`config.mk`:
```
export PLATFORM = sky130hd
export DESIGN_NAME = dcc_top
export DESIGN_NICKNAME = d
export VERILOG_FILES = /design/src/design/dcc_pkg.sv /design/src/design/dcc_top.sv /design/src/design/dcc_status.sv
export VERILOG_INCLUDE_DIRS = /design/src /design/src/design
export SDC_FILE = /design/constraint.sdc
export NUM_CORES = 1
export LEC_CHECK = 0
export ABC_AREA = 0
export BUFFER_PORTS_ARGS = -buffer_cell sky130_fd_sc_hd__buf_4
export CORE_MARGIN = 4
export CORE_UTILIZATION = 50
export DETAILED_ROUTE_END_ITERATION = 10
export GPL_TIMING_DRIVEN = 0
export PLACE_DENSITY = 0.88
export SYNTH_ARGS = -nofsm -noshare
export SYNTH_HDL_FRONTEND = slang
export SYNTH_SLANG_ARGS = --single-unit
```
`constraint.sdc`:
```
create_clock -name i_sys_clk -period 4.9 [get_ports i_sys_clk]
set_input_delay 0.98 -clock i_sys_clk [delete_from_list [all_inputs] [get_ports i_sys_clk]]
set_output_delay 0.98 -clock i_sys_clk [all_outputs]
set_load 0.05 [all_outputs]
```
`src/design/dcc_defs.svh`:
```
// Summary of operation
// - delay-line bit selects DLL or delay line
// - status shows lock and three warnings
// - status bit 2 shows data clock present
// - status bit 0 shows loop tracking
// - converter clock register resets to 0xFF
// - converter crosspoint five-bit two's complement level
// - reference clock register resets to 0x5F
// - reference crosspoint level in bits 4:0
// - PLL enable bit 7, resets off
// - bit 6 picks auto or manual band
// - six-bit manual band field, 64 bands
// - warning clear empties three warning bits; a warning arriving in the same cycle wins
`ifndef DCC_DEFS_SVH
`define DCC_DEFS_SVH
// ***********************************************
// offsets
// ***********************************************
`define DCC_OFS_TUNING     8'h0C
`define DCC_OFS_CAPMODE    8'h0D
`define DCC_OFS_STATUS     8'h0E
`define DCC_OFS_CONVCLK    8'h10
`define DCC_OFS_REFERENCE_CLOCK     8'h11
`define DCC_OFS_PLL        8'h12
// ***********************************************
// reset values
// ***********************************************
`define DCC_RST_TUNING     8'h64
`define DCC_RST_CAPMODE    8'h06
`define DCC_RST_CONVCLK    8'hFF
`define DCC_RST_REFERENCE_CLOCK     8'h5F
`define DCC_RST_PLL        8'h00
// ***********************************************
// field positions
// ***********************************************
`define DCC_BIT_LOW_RATE   7
`define DCC_BIT_DLINE_MODE 4
`define DCC_BIT_LOCK       7
`define DCC_BIT_WARN       6
`define DCC_BIT_WARN_START 5
`define DCC_BIT_WARN_END   4
`define DCC_BIT_DCLK_ON    2
`define DCC_BIT_TRACKING   0
`define DCC_BIT_DUTY_EN    7
`define DCC_BIT_CROSS_EN   5
`define DCC_BIT_PLL_EN     7
`define DCC_BIT_BAND_MAN   6
`endif

```
`src/design/dcc_pkg.sv`:
```
package dcc_pkg;
    typedef enum logic [0:0] {
        DCC_CAP_DLL   = 1'b0,
        DCC_CAP_DLINE = 1'b1
    } dcc_cap_mode_t;
    typedef enum logic [0:0] {
        DCC_BAND_AUTO   = 1'b0,
        DCC_BAND_MANUAL = 1'b1
    } dcc_band_mode_t;
endpackage

```
`src/design/dcc_top.sv`:
```
`include "dcc_defs.svh"
module dcc_top (
    // clock and reset
    input  wire logic       i_sys_clk,
    input  wire logic       i_rst_b,
    // register port
    input  wire logic [7:0] i_addr,
    input  wire logic [7:0] i_wdata,
    input  wire logic       i_wr_en,
    output logic      [7:0] o_rdata,
    // neighbouring controls
    input  wire logic       i_dll_en,
    input  wire logic       i_warn_clear,
    // live hardware conditions
    input  wire logic       i_dll_lock,
    input  wire logic       i_dll_warn_start,
    input  wire logic       i_dll_warn_end,
    input  wire logic       i_data_clock_present,
    // capture controls
    output logic            o_low_rate_capture_sel,
    output logic            o_delay_line_mode_sel,
    output logic            o_dll_active,
    output logic            o_delay_line_active,
    output logic      [7:0] o_tuning,
    output logic      [3:0] o_capture_trim,
    // clock receivers
    output logic            o_converter_clock_duty_fix_en,
    output logic            o_converter_clock_cross_ctrl_en,
    output logic      [4:0] o_converter_clock_cross_level,
    output logic            o_reference_clock_duty_fix_en,
    output logic            o_reference_clock_cross_ctrl_en,
    output logic      [4:0] o_reference_clock_cross_level,
    // pll
    output logic            o_pll_enable,
    output logic            o_pll_band_manual,
    output logic      [5:0] o_pll_manual_band
);
    logic [1:0] rst_sync;
    logic       rst_b;
    logic [7:0] data_ctrl_reserved_tuning;
    logic [7:0] data_capture_mode_ctrl;
    logic [7:0] converter_clock_receiver_ctrl;
    logic [7:0] reference_clock_receiver_ctrl;
    logic [7:0] pll_enable_band_ctrl;
    logic [7:0] next_tuning;
    logic [7:0] next_capmode;
    logic [7:0] next_convclk;
    logic [7:0] next_reference_clock;
    logic [7:0] next_pll;
    logic [7:0] next_rdata;
    logic [7:0] status;

    // ***********************************************
    // address decode
    // ***********************************************
    function automatic logic reg_writable(input logic [7:0] addr);
        return (addr == `DCC_OFS_TUNING) || (addr == `DCC_OFS_CAPMODE)
            || (addr == `DCC_OFS_CONVCLK) || (addr == `DCC_OFS_REFERENCE_CLOCK)
            || (addr == `DCC_OFS_PLL);
    endfunction

    // ***********************************************
    // reset release
    // ***********************************************
    always_ff @(posedge i_sys_clk or negedge i_rst_b) begin
        if (!i_rst_b) begin
            rst_sync <= 2'h0;
        end else begin
            rst_sync <= {rst_sync[0], 1'b1};
        end
    end
    assign rst_b = rst_sync[1];

    // ***********************************************
    // register writes
    // ***********************************************
    always_comb begin
        next_tuning  = data_ctrl_reserved_tuning;
        next_capmode = data_capture_mode_ctrl;
        next_convclk = converter_clock_receiver_ctrl;
        next_reference_clock  = reference_clock_receiver_ctrl;
        next_pll     = pll_enable_band_ctrl;
        if (i_wr_en) begin
            unique case (i_addr)
                `DCC_OFS_TUNING:  next_tuning  = i_wdata;
                `DCC_OFS_CAPMODE: next_capmode = i_wdata;
                `DCC_OFS_CONVCLK: next_convclk = i_wdata;
                `DCC_OFS_REFERENCE_CLOCK:  next_reference_clock  = i_wdata;
                `DCC_OFS_PLL:     next_pll     = i_wdata;
                default: begin
                    next_tuning = data_ctrl_reserved_tuning;
                end
            endcase
        end
    end

    always_ff @(posedge i_sys_clk or negedge rst_b) begin
        if (!rst_b) begin
            data_ctrl_reserved_tuning     <= `DCC_RST_TUNING;
            data_capture_mode_ctrl        <= `DCC_RST_CAPMODE;
            converter_clock_receiver_ctrl <= `DCC_RST_CONVCLK;
            reference_clock_receiver_ctrl <= `DCC_RST_REFERENCE_CLOCK;
            pll_enable_band_ctrl          <= `DCC_RST_PLL;
        end else begin
            data_ctrl_reserved_tuning     <= next_tuning;
            data_capture_mode_ctrl        <= next_capmode;
            converter_clock_receiver_ctrl <= next_convclk;
            reference_clock_receiver_ctrl <= next_reference_clock;
            pll_enable_band_ctrl          <= next_pll;
        end
    end

    // ***********************************************
    // status
    // ***********************************************
    dcc_status u_status (
        .i_sys_clk      (i_sys_clk),
        .i_rst_b        (rst_b),
        .i_lock         (i_dll_lock),
        .i_warn_start   (i_dll_warn_start),
        .i_warn_end     (i_dll_warn_end),
        .i_dclk_present (i_data_clock_present),
        .i_dll_en       (i_dll_en),
        .i_dline_mode   (data_capture_mode_ctrl[`DCC_BIT_DLINE_MODE]),
        .i_warn_clear   (i_warn_clear),
        .o_status       (status)
    );

    // ***********************************************
    // read back
    // ***********************************************
    always_comb begin
        unique case (i_addr)
            `DCC_OFS_TUNING:  next_rdata = data_ctrl_reserved_tuning;
            `DCC_OFS_CAPMODE: next_rdata = data_capture_mode_ctrl;
            `DCC_OFS_STATUS:  next_rdata = status;
            `DCC_OFS_CONVCLK: next_rdata = converter_clock_receiver_ctrl;
            `DCC_OFS_REFERENCE_CLOCK:  next_rdata = reference_clock_receiver_ctrl;
            `DCC_OFS_PLL:     next_rdata = pll_enable_band_ctrl;
            default:          next_rdata = 8'h00;
        endcase
    end

    always_ff @(posedge i_sys_clk or negedge rst_b) begin
        if (!rst_b) begin
            o_rdata <= 8'h00;
        end else begin
            o_rdata <= next_rdata;
        end
    end

    // ***********************************************
    // control outputs
    // ***********************************************
    assign o_low_rate_capture_sel = data_capture_mode_ctrl[`DCC_BIT_LOW_RATE];
    assign o_delay_line_mode_sel  = data_capture_mode_ctrl[`DCC_BIT_DLINE_MODE];
    assign o_dll_active           = !o_delay_line_mode_sel;
    assign o_delay_line_active    = o_delay_line_mode_sel;
    assign o_tuning               = data_ctrl_reserved_tuning;
    assign o_capture_trim         = data_capture_mode_ctrl[3:0];

    assign o_converter_clock_duty_fix_en   =
        converter_clock_receiver_ctrl[`DCC_BIT_DUTY_EN];
    assign o_converter_clock_cross_ctrl_en =
        converter_clock_receiver_ctrl[`DCC_BIT_CROSS_EN];
    assign o_converter_clock_cross_level   = converter_clock_receiver_ctrl[4:0];
    assign o_reference_clock_duty_fix_en   =
        reference_clock_receiver_ctrl[`DCC_BIT_DUTY_EN];
    assign o_reference_clock_cross_ctrl_en =
        reference_clock_receiver_ctrl[`DCC_BIT_CROSS_EN];
    assign o_reference_clock_cross_level   = reference_clock_receiver_ctrl[4:0];

    assign o_pll_enable      = pll_enable_band_ctrl[`DCC_BIT_PLL_EN];
    assign o_pll_band_manual = pll_enable_band_ctrl[`DCC_BIT_BAND_MAN];
    assign o_pll_manual_band = pll_enable_band_ctrl[5:0];
endmodule

```
`src/design/dcc_status.sv`:
```
`include "dcc_defs.svh"
module dcc_status (
    // clock and reset
    input  wire logic       i_sys_clk,
    input  wire logic       i_rst_b,
    // live conditions
    input  wire logic       i_lock,
    input  wire logic       i_warn_start,
    input  wire logic       i_warn_end,
    input  wire logic       i_dclk_present,
    input  wire logic       i_dll_en,
    input  wire logic       i_dline_mode,
    input  wire logic       i_warn_clear,
    // status byte
    output logic      [7:0] o_status
);
    logic warn_start;
    logic warn_end;
    logic next_warn_start;
    logic next_warn_end;
    logic tracking;

    // ***********************************************
    // sticky warnings
    // ***********************************************
    always_comb begin
        next_warn_start = warn_start;
        next_warn_end   = warn_end;
        if (i_warn_clear) begin
            next_warn_start = 1'b0;
            next_warn_end   = 1'b0;
        end
        if (i_warn_start) begin
            next_warn_start = 1'b1;
        end
        if (i_warn_end) begin
            next_warn_end = 1'b1;
        end
    end

    always_ff @(posedge i_sys_clk or negedge i_rst_b) begin
        if (!i_rst_b) begin
            warn_start <= 1'b0;
            warn_end   <= 1'b0;
        end else begin
            warn_start <= next_warn_start;
            warn_end   <= next_warn_end;
        end
    end

    assign tracking = i_dll_en && (i_dline_mode == dcc_pkg::DCC_CAP_DLL);

    // ***********************************************
    // status assembly
    // ***********************************************
    always_comb begin
        o_status                      = 8'h00;
        o_status[`DCC_BIT_LOCK]       = i_lock && tracking;
        o_status[`DCC_BIT_WARN]       = warn_start || warn_end;
        o_status[`DCC_BIT_WARN_START] = warn_start;
        o_status[`DCC_BIT_WARN_END]   = warn_end;
        o_status[`DCC_BIT_DCLK_ON]    = i_dclk_present;
        o_status[`DCC_BIT_TRACKING]   = tracking;
    end
endmodule

```
Word level (Yosys, flattened, before mapping)
Index checks and enable logic that the tools add are counted.
W data, S select, Z words.
{ "totals": {"mem_bits_rw": 0, "out_inout_bits": 46, "mem_bits_ro": 0, "latch_bits": 0, "inputBits": 25, "mem_count": 0, "reg_bits": 52} }
{ "classes": {"mux": 4, "multipliers": 0, "n_shift": 0, "n_addsub": 0, "n_div": 0, "eq_ne": 6, "n_lt_le_gt_ge": 0, "bitwise_logic": 1, "n_reduce_logical": 11} }
{ "op_table": {"columns": ["op", "count"], "rows": [
  ["$pmux W8 S6", 1],
  ["$eq A8 B4 Y1 const B", 3],
  ["$eq A8 B5 Y1 const B", 3],
  ["$reduce_and A2 Y1", 5],
  ["$reduce_bool A2 Y1", 2],
  ["$mux W1", 3],
  ["$logic_and A1 B1 Y1", 2],
  ["$logic_not A1 Y1", 1],
  ["$logic_or A1 B1 Y1", 1],
  ["$not A1 Y1", 1]
]} }

Longest topological paths before layout
Gate-level depths: netlist (run 1).
{ "depth": {"word_depth": 4, "mapped_depth": 7} }

Modules after synthesis
Synthesis (run 1) repeated with hierarchy kept, for this count alone.
{ "hier_totals": {"cells_unflattened": 199, "hier_area_um2": 2595.0} }
{ "by_module_without_submodules": {"columns": ["mod", "n_inst", "area_per_inst_um2", "seq_area_each_um2", "cells_per_inst"], "rows": [
  ["dcc_top", 1, 2451.1, 1275.0, 184],
  ["dcc_status", 1, 143.9, 50.0, 15]
]} }

Worst setup path before layout (run 1)
No wires, ideal clock.
{ "synth_path": {"kind": "input port to flip-flop", "from": "in i_addr[3]", "to": "reg pll_enable_band_ctrl[0]", "stages": 6, "t_arrival_ns": 2.208, "required_time_ns": 4.775, "slack_ns": 2.567, "setup_time_ns": 0.125, "cell_sequence": "nor3b_4 > and2_1 > buf_6 > and3_4 > buf_12 > mux2_4"} }
{ "synth_between": {"elab_chain_len": 2} }
{ "synth_lines": {"columns": ["item", "line_no", "text"], "rows": [
  ["from (decl)", "dcc_top.sv:7", "input wire logic [7:0] i_addr,"],
  ["$eq A8 B5 Y1", "dcc_top.sv:84", "unique case (i_addr)"],
  ["$reduce_and A2 Y1 (no line)", null, null],
  ["to (signal assigned)", "dcc_top.sv:103", "pll_enable_band_ctrl <= `DCC_RST_PLL;"],
  ["to (signal assigned)", "dcc_top.sv:109", "pll_enable_band_ctrl <= next_pll;"],
  ["to (decl)", "dcc_top.sv:44", "logic [7:0] pll_enable_band_ctrl;"]
]} }
No other way between the ends.
A chain may end at the register's enable or synchronous reset.

Worst setup path after layout (run 1)
{ "layout_path": {"from": "in i_addr[3]", "to": "reg pll_enable_band_ctrl[2]"} }
Same word-level chain as after synthesis.

==> flow_summary.ini, run 1 <==
[cells_and_area]
antenna_cells = 0
nNetsFinal = 290
drive_gt1_share_pct = 66.5
syn2layout_area_growth_pct = 29.0

[routing]
first_pass_iters = 4
postRouteAntennaNets = 0
routed_wl_um = 5670
post-route-drc-count = 0
avgViaCountPerCell = 5.16
drt_iter0_markers = 126
vias = 1719
wire_per_inst_um = 17.0

[floorplanning]
die_h_um = 79.5
rows = 25
dieArea_um2 = 6330
die_w_um = 79.5
io-pin-count = 71
core_area_um2 = 4850
initial_core_util_pct = 52.8

[timing]
clock_skew_ps = 5.60
setup_viol = 0
hold_viol = 0
rsz0062_at_grt = false
timing.fmax_mhz = 426
slew-limit-headroom_pct = 66.5
setup-tns-final_ps = 0
fin_crit_ps = 2350
period_share_pct = 47.9
slew_violations = 0
tightest_slew_ps = 502
hold_slack_ps = 206

[clocking]
postCtsHoldBufs = 0
clock-sinks = 52
h-tree-depth = 2
cts_resized = 0
clk_latency_ps = 310
cts_tree = built
post-cts-setup-buffers = 0
cts_buffers = 5
clk_path_buf_depth = 2
path_clk_slew_ps = 90
clockRootBuffer = clkbuf_8

[synthesis]
syn_avg_cell_area_um2 = 13.7
yosysUniqueCellTypes = 39
synth_warnings = 0
syn_nets = 212
synth-seq-cells = 52
synth_enable_flop_cells = 0
ys_seq_area_share_pct = 51.8
synth_area_um2 = 2560
synth_cells = 187
async_flop_share_pct = 100
synth_ff_type = dfrtp_1

[setup_path]
critical_path.top_delay_family = simple AND/OR/NAND/NOR gates
crit_chain = buf_4, nor3b_4, and2_1, buf_6, and3_4, buf_12, mux2_4
crit_type = primary input to flop
crit_end = pll_enable_band_ctrl[2]
cp_data_required_time_ps = 5100
reg2reg_from = data_capture_mode_ctrl[4]
path_buf_inv = 3
rr_worst_depth = 3
arrival_ps = 2540
cp_slowest_stage_delay_ps = 430
worst_path_max_delay_cell = nor3b_4
crit_cells = 7
worst_setup_path_end_kind = flop
start_kind = primary input
worstSetupStartpoint = i_addr[3]
rrSetupSlack_ps = 3580
worstReg2RegEnd = o_rdata[4]
critPathMaxFanout = 10

[grt]
track_usage_pct = 18.8
grt_start_max_net_pins = 33
grt_pass1_vias = 1725
gr-total-overflow = 0
antenna_found_initial = 0
grt_pass1_wl_um = 9000

[power_and_ir_drop]
powerDensity_nw_per_um2 = 280
leakage_nw = 1.60
ir_drop_mv = 0.209

[flow_run]
cap_violations = 0

[worst_hold_path]
hold_class = flop to async pin

[placement]
hpwl_um = 4130
io_buffers = 70
gp_congestion = 0.750

[run_status]
outcome = complete, no violations
[layout make-up]
class | count | area, um2
plain buffers | 24 | 194
multi-input cells | 109 | 1030
clock buffers | 5 | 68.8
clock inverters | 3 | 42.5
repair buffers | 71 | 546
fillers | 350 | 1550
flip-flops and latches | 52 | 1330
inverters | 2 | 7.51
well taps | 67 | 83.8
[worst register-to-register path, delay by kind of cell, from the launching register on]
| family | cells | cell delay [ps] |
|---|---|---|
| and+or+nand+nor | 1 | 180 |
| DFF | 1 | 440 |
| AOI/OAI and AO/OA | 1 | 330 |
| muxes | 1 | 280 |
[registers in the layout, indices dropped and copies added (netlist names)]
register,flops
converter_clock_receiver_ctrl,8
o_rdata,8
u_status.warn_start,1
data_capture_mode_ctrl,8
rst_sync,2
pll_enable_band_ctrl,8
reference_clock_receiver_ctrl,8
o_tuning,8
u_status.warn_end,1
[cells in the mapped netlist (4+ instances only)]
cell      n  area [um2]
mux2_4   16         240
buf_6     4        45.0
mux2_2   26         293
a22oi_1   9        67.6
buf_4    15         113
dfstp_2  19         499
mux2i_1   4        40.0
a21oi_1   5        25.0
o22ai_1   4        25.0
nor2_1    5        18.8
o21ai_0   4        20.0
nand2_1   5        18.8
dfrtp_1  33         826
[metrics by stage]
stage | cells | setup WS (ps) | power [mW] | util (%) | area [um2]
after floorplan | 187 | 2570 | 0.579 | - | 2560
after global placement | 324 | 2250 | 0.635 | 65.3 | 3170
after detailed placement | 325 | 2230 | 0.640 | 65.8 | 3190
after CTS | 333 | 2560 | 0.931 | 68.1 | 3300
after global routing | 333 | 2510 | 0.960 | 68.1 | 3300
final | 333 | 2550 | 0.924 | 68.1 | 3300
[cells by family after synthesis]
family	after synthesis	synth area share, %
flip-flops	52	51.8
multiplexers	46	22.4
AO/OA/AOI/OAI	33	9.10
AND/OR/NAND/NOR	29	8.70
buffers and inverters	26	7.87
other	1	0.147
[metal layers]
layer | GRT usage [%] | wire, um | share of wire, % | vias to the layer above
met3 | 3.95 | 336 | 5.9 | 6
met4 | 5.50 | 67 | 1.2 | 0
met2 | 29.7 | 2750 | 48 | 57
met1 | 26.0 | 2520 | 44 | 841
met5 | 0 | 0 | 0 | -
li1 | - | - | - | 815
[layout by cell type (no fill, tap or decap), drive strengths merged, types with 2 or more instances in the layout]
cell and instances:
a21o 3, a21oi 5, a22o 3, a22oi 9, and2 2, and3 3, buf 92, clkbuf 8
dfrtp 33, dfstp 19, inv 2, mux2 42, mux2i 4, nand2 5, nand3 5, nor2 5
nor3b 2, o21ai 4, o22ai 4, or2 2
[power breakdown]
part | total [mW] | internal, mW | switching (mW)
clock network | 0.293 | 0.151 | 0.142
logic | 0.160 | 0.0657 | 0.0948
registers | 0.471 | 0.453 | 0.0175
total | 0.924 | 0.670 | 0.254
[how the worst min path moves through the flow]
stage | endpoint | slack (ps) | cells after the start
2_1_floorplan | rst_sync[1] | 330 | 0
3_3_place_gp | rst_sync[1] | 340 | 0
3_5_place_dp | pll_enable_band_ctrl[2] | 210 | 0
4_1_cts | pll_enable_band_ctrl[2] | 230 | 0
5_1_grt | pll_enable_band_ctrl[2] | 250 | 0
6_report | pll_enable_band_ctrl[2] | 210 | 0
No activity file was read; power rests on OpenSTA's default activity.
==> run 2: changes to the inputs <==
--- a/config.mk
+++ b/config.mk
@@ -9,10 +9,10 @@
 export ABC_AREA = 0
 export BUFFER_PORTS_ARGS = -buffer_cell sky130_fd_sc_hd__buf_4
 export CORE_MARGIN = 4
-export CORE_UTILIZATION = 50
+export CORE_UTILIZATION = 47
 export DETAILED_ROUTE_END_ITERATION = 10
 export GPL_TIMING_DRIVEN = 0
-export PLACE_DENSITY = 0.88
+export PLACE_DENSITY = 0.87
 export SYNTH_ARGS = -nofsm -noshare
 export SYNTH_HDL_FRONTEND = slang
 export SYNTH_SLANG_ARGS = --single-unit
==> constraint.sdc (replaced) <==
create_clock -name i_sys_clk -period 2.1 [get_ports i_sys_clk]
set_input_delay 0.42 -clock i_sys_clk [delete_from_list [all_inputs] [get_ports i_sys_clk]]
set_output_delay 0.42 -clock i_sys_clk [all_outputs]
set_load 0.05 [all_outputs]
==> flow_summary.ini, run 2 (synthesis results as in run 1) <==
[floorplanning]
die_h_um = 81.8
initial_core_util_pct = 49.2
io-pin-count = 71
die_w_um = 81.8
dieArea_um2 = 6690
rows = 26
core_area_um2 = 5200

[routing]
postRouteAntennaNets = 0
first_pass_iters = 4
vias = 1765
post-route-drc-count = 0
avgViaCountPerCell = 5.24
routed_wl_um = 6000
wire_per_inst_um = 17.8
drt_iter0_markers = 95

[power_and_ir_drop]
ir_drop_mv = 0.431
powerDensity_nw_per_um2 = 629
leakage_nw = 1.60

[cells_and_area]
nNetsFinal = 291
antenna_cells = 0
stdcell_count = 337
final_cell_mix = 85 x buf_4, 32 x dfrtp_1, 26 x mux2_2
drive_gt1_share_pct = 66.3
postLayoutCellArea_um2 = 3300
syn2layout_area_growth_pct = 28.8
final_common_cell = buf_4

[clocking]
h-tree-depth = 2
post-cts-setup-buffers = 0
cts_tree = built
clock-sinks = 52
path_clk_slew_ps = 100
clk_latency_ps = 310
cts_buffers = 5
clockRootBuffer = clkbuf_8
clk_path_buf_depth = 2

[placement]
dp_cells = 328
place_area_um2 = 3190
io_buffers = 70
dp_slack_ps = 2.57
hpwl_um = 4400
gp_congestion = 0.779

[setup_path]
worst_setup_path_end_kind = flop
critPathMaxFanout = 10
start_kind = primary input
cp_data_required_time_ps = 2300
crit_type = primary input to flop
arrival_ps = 2010

[timing]
period_share_pct = 86.2
fin_ws_ps = 291
clock_skew_ps = 6.99
tightest_slew_ps = 544
fin_crit_ps = 1810
setup_viol = 0
setup-tns-final_ps = 0
timing.fmax_mhz = 553
slew_violations = 0
hold_viol = 0
rsz0062_at_grt = false
slew-limit-headroom_pct = 63.7

[grt]
track_usage_pct = 18.9
gr-total-overflow = 0
grt_pass1_wl_um = 9490
antenna_found_initial = 0
grt_pass1_vias = 1919
grt_start_max_net_pins = 28

[worst_hold_path]
hold_class = flop to async pin

[flow_run]
cap_violations = 0

[run_status]
outcome = complete, no violations
## run 2: changes by cell type in the layout (fill, tap and decap cells not counted), sizes merged
cell | before | now
clkinvlp | 1 | 0
dlygate4sd3 | 0 | 1
clkbuf | 8 | 9
bufinv | 1 | 0
clkinv | 1 | 2
## run 2: final timing paths
kind / endpoint / cells past startpoint / slack [ps] / startpoint
min reg2reg: o_rdata[2] / 0 / 260 / rst_sync[1]
max: pll_enable_band_ctrl[1] / 7 / 290 / i_addr[3]
max reg2reg: o_rdata[4] / 3 / 750 / data_capture_mode_ctrl[4]
min in group i_sys_clk: u_status.warn_start / 2 / 290 / i_dll_warn_start
min: o_rdata[2] / 0 / 260 / rst_sync[1]
max in group asynchronous: data_capture_mode_ctrl[1] / 1 / 1250 / rst_sync[1]
## run 2: repair_timing
item / 4_1_cts / 5_1_grt
resized for setup: 0 / 0
endpoints found under the hold margin: 2 / 0
hold buffers: 1 / 0
## run 2: critical path, stage by stage
cell and delay (ps):
buf_4 120, nor3b_4 450, and2_1 220, buf_6 150, and3_4 200, buf_12 140, mux2_4 300
## run 2: power breakdown
part / switching, mW / internal, mW
Clock: 0.331 / 0.264
Combinational: 0.223 / 0.155
Sequential: 0.0439 / 1.06
Total: 0.598 / 1.48
## run 2: per-layer routing
metal	wire [um]	track usage [%]
met3	323	4.28
met4	29	4.32
met1	2620	25.2
met2	3020	31.3
met5	0	0
## run 2: cell type report
| cell class | instances | area, um2 |
|---|---|---|
| Fill cell | 415 | 1910 |
| Sequential cell | 52 | 1330 |
| Multi-Input combinational cell | 109 | 1030 |
| Timing Repair Buffer | 72 | 556 |
| Buffer | 24 | 194 |
| Tap cell | 70 | 87.6 |
| Clock buffer | 6 | 82.6 |
| Clock inverter | 2 | 10.0 |
| Inverter | 2 | 7.51 |
## run 2: per-stage QoR
step                utilization (%)  total power, mW  hold WS (ps)
floorplan                         -             1.35           124
global placement               60.9             1.48           203
detailed placement             61.3             1.50           204
CTS                            63.3             2.08           278
global route                   63.3             2.16           293
finish                         63.3             2.07           255
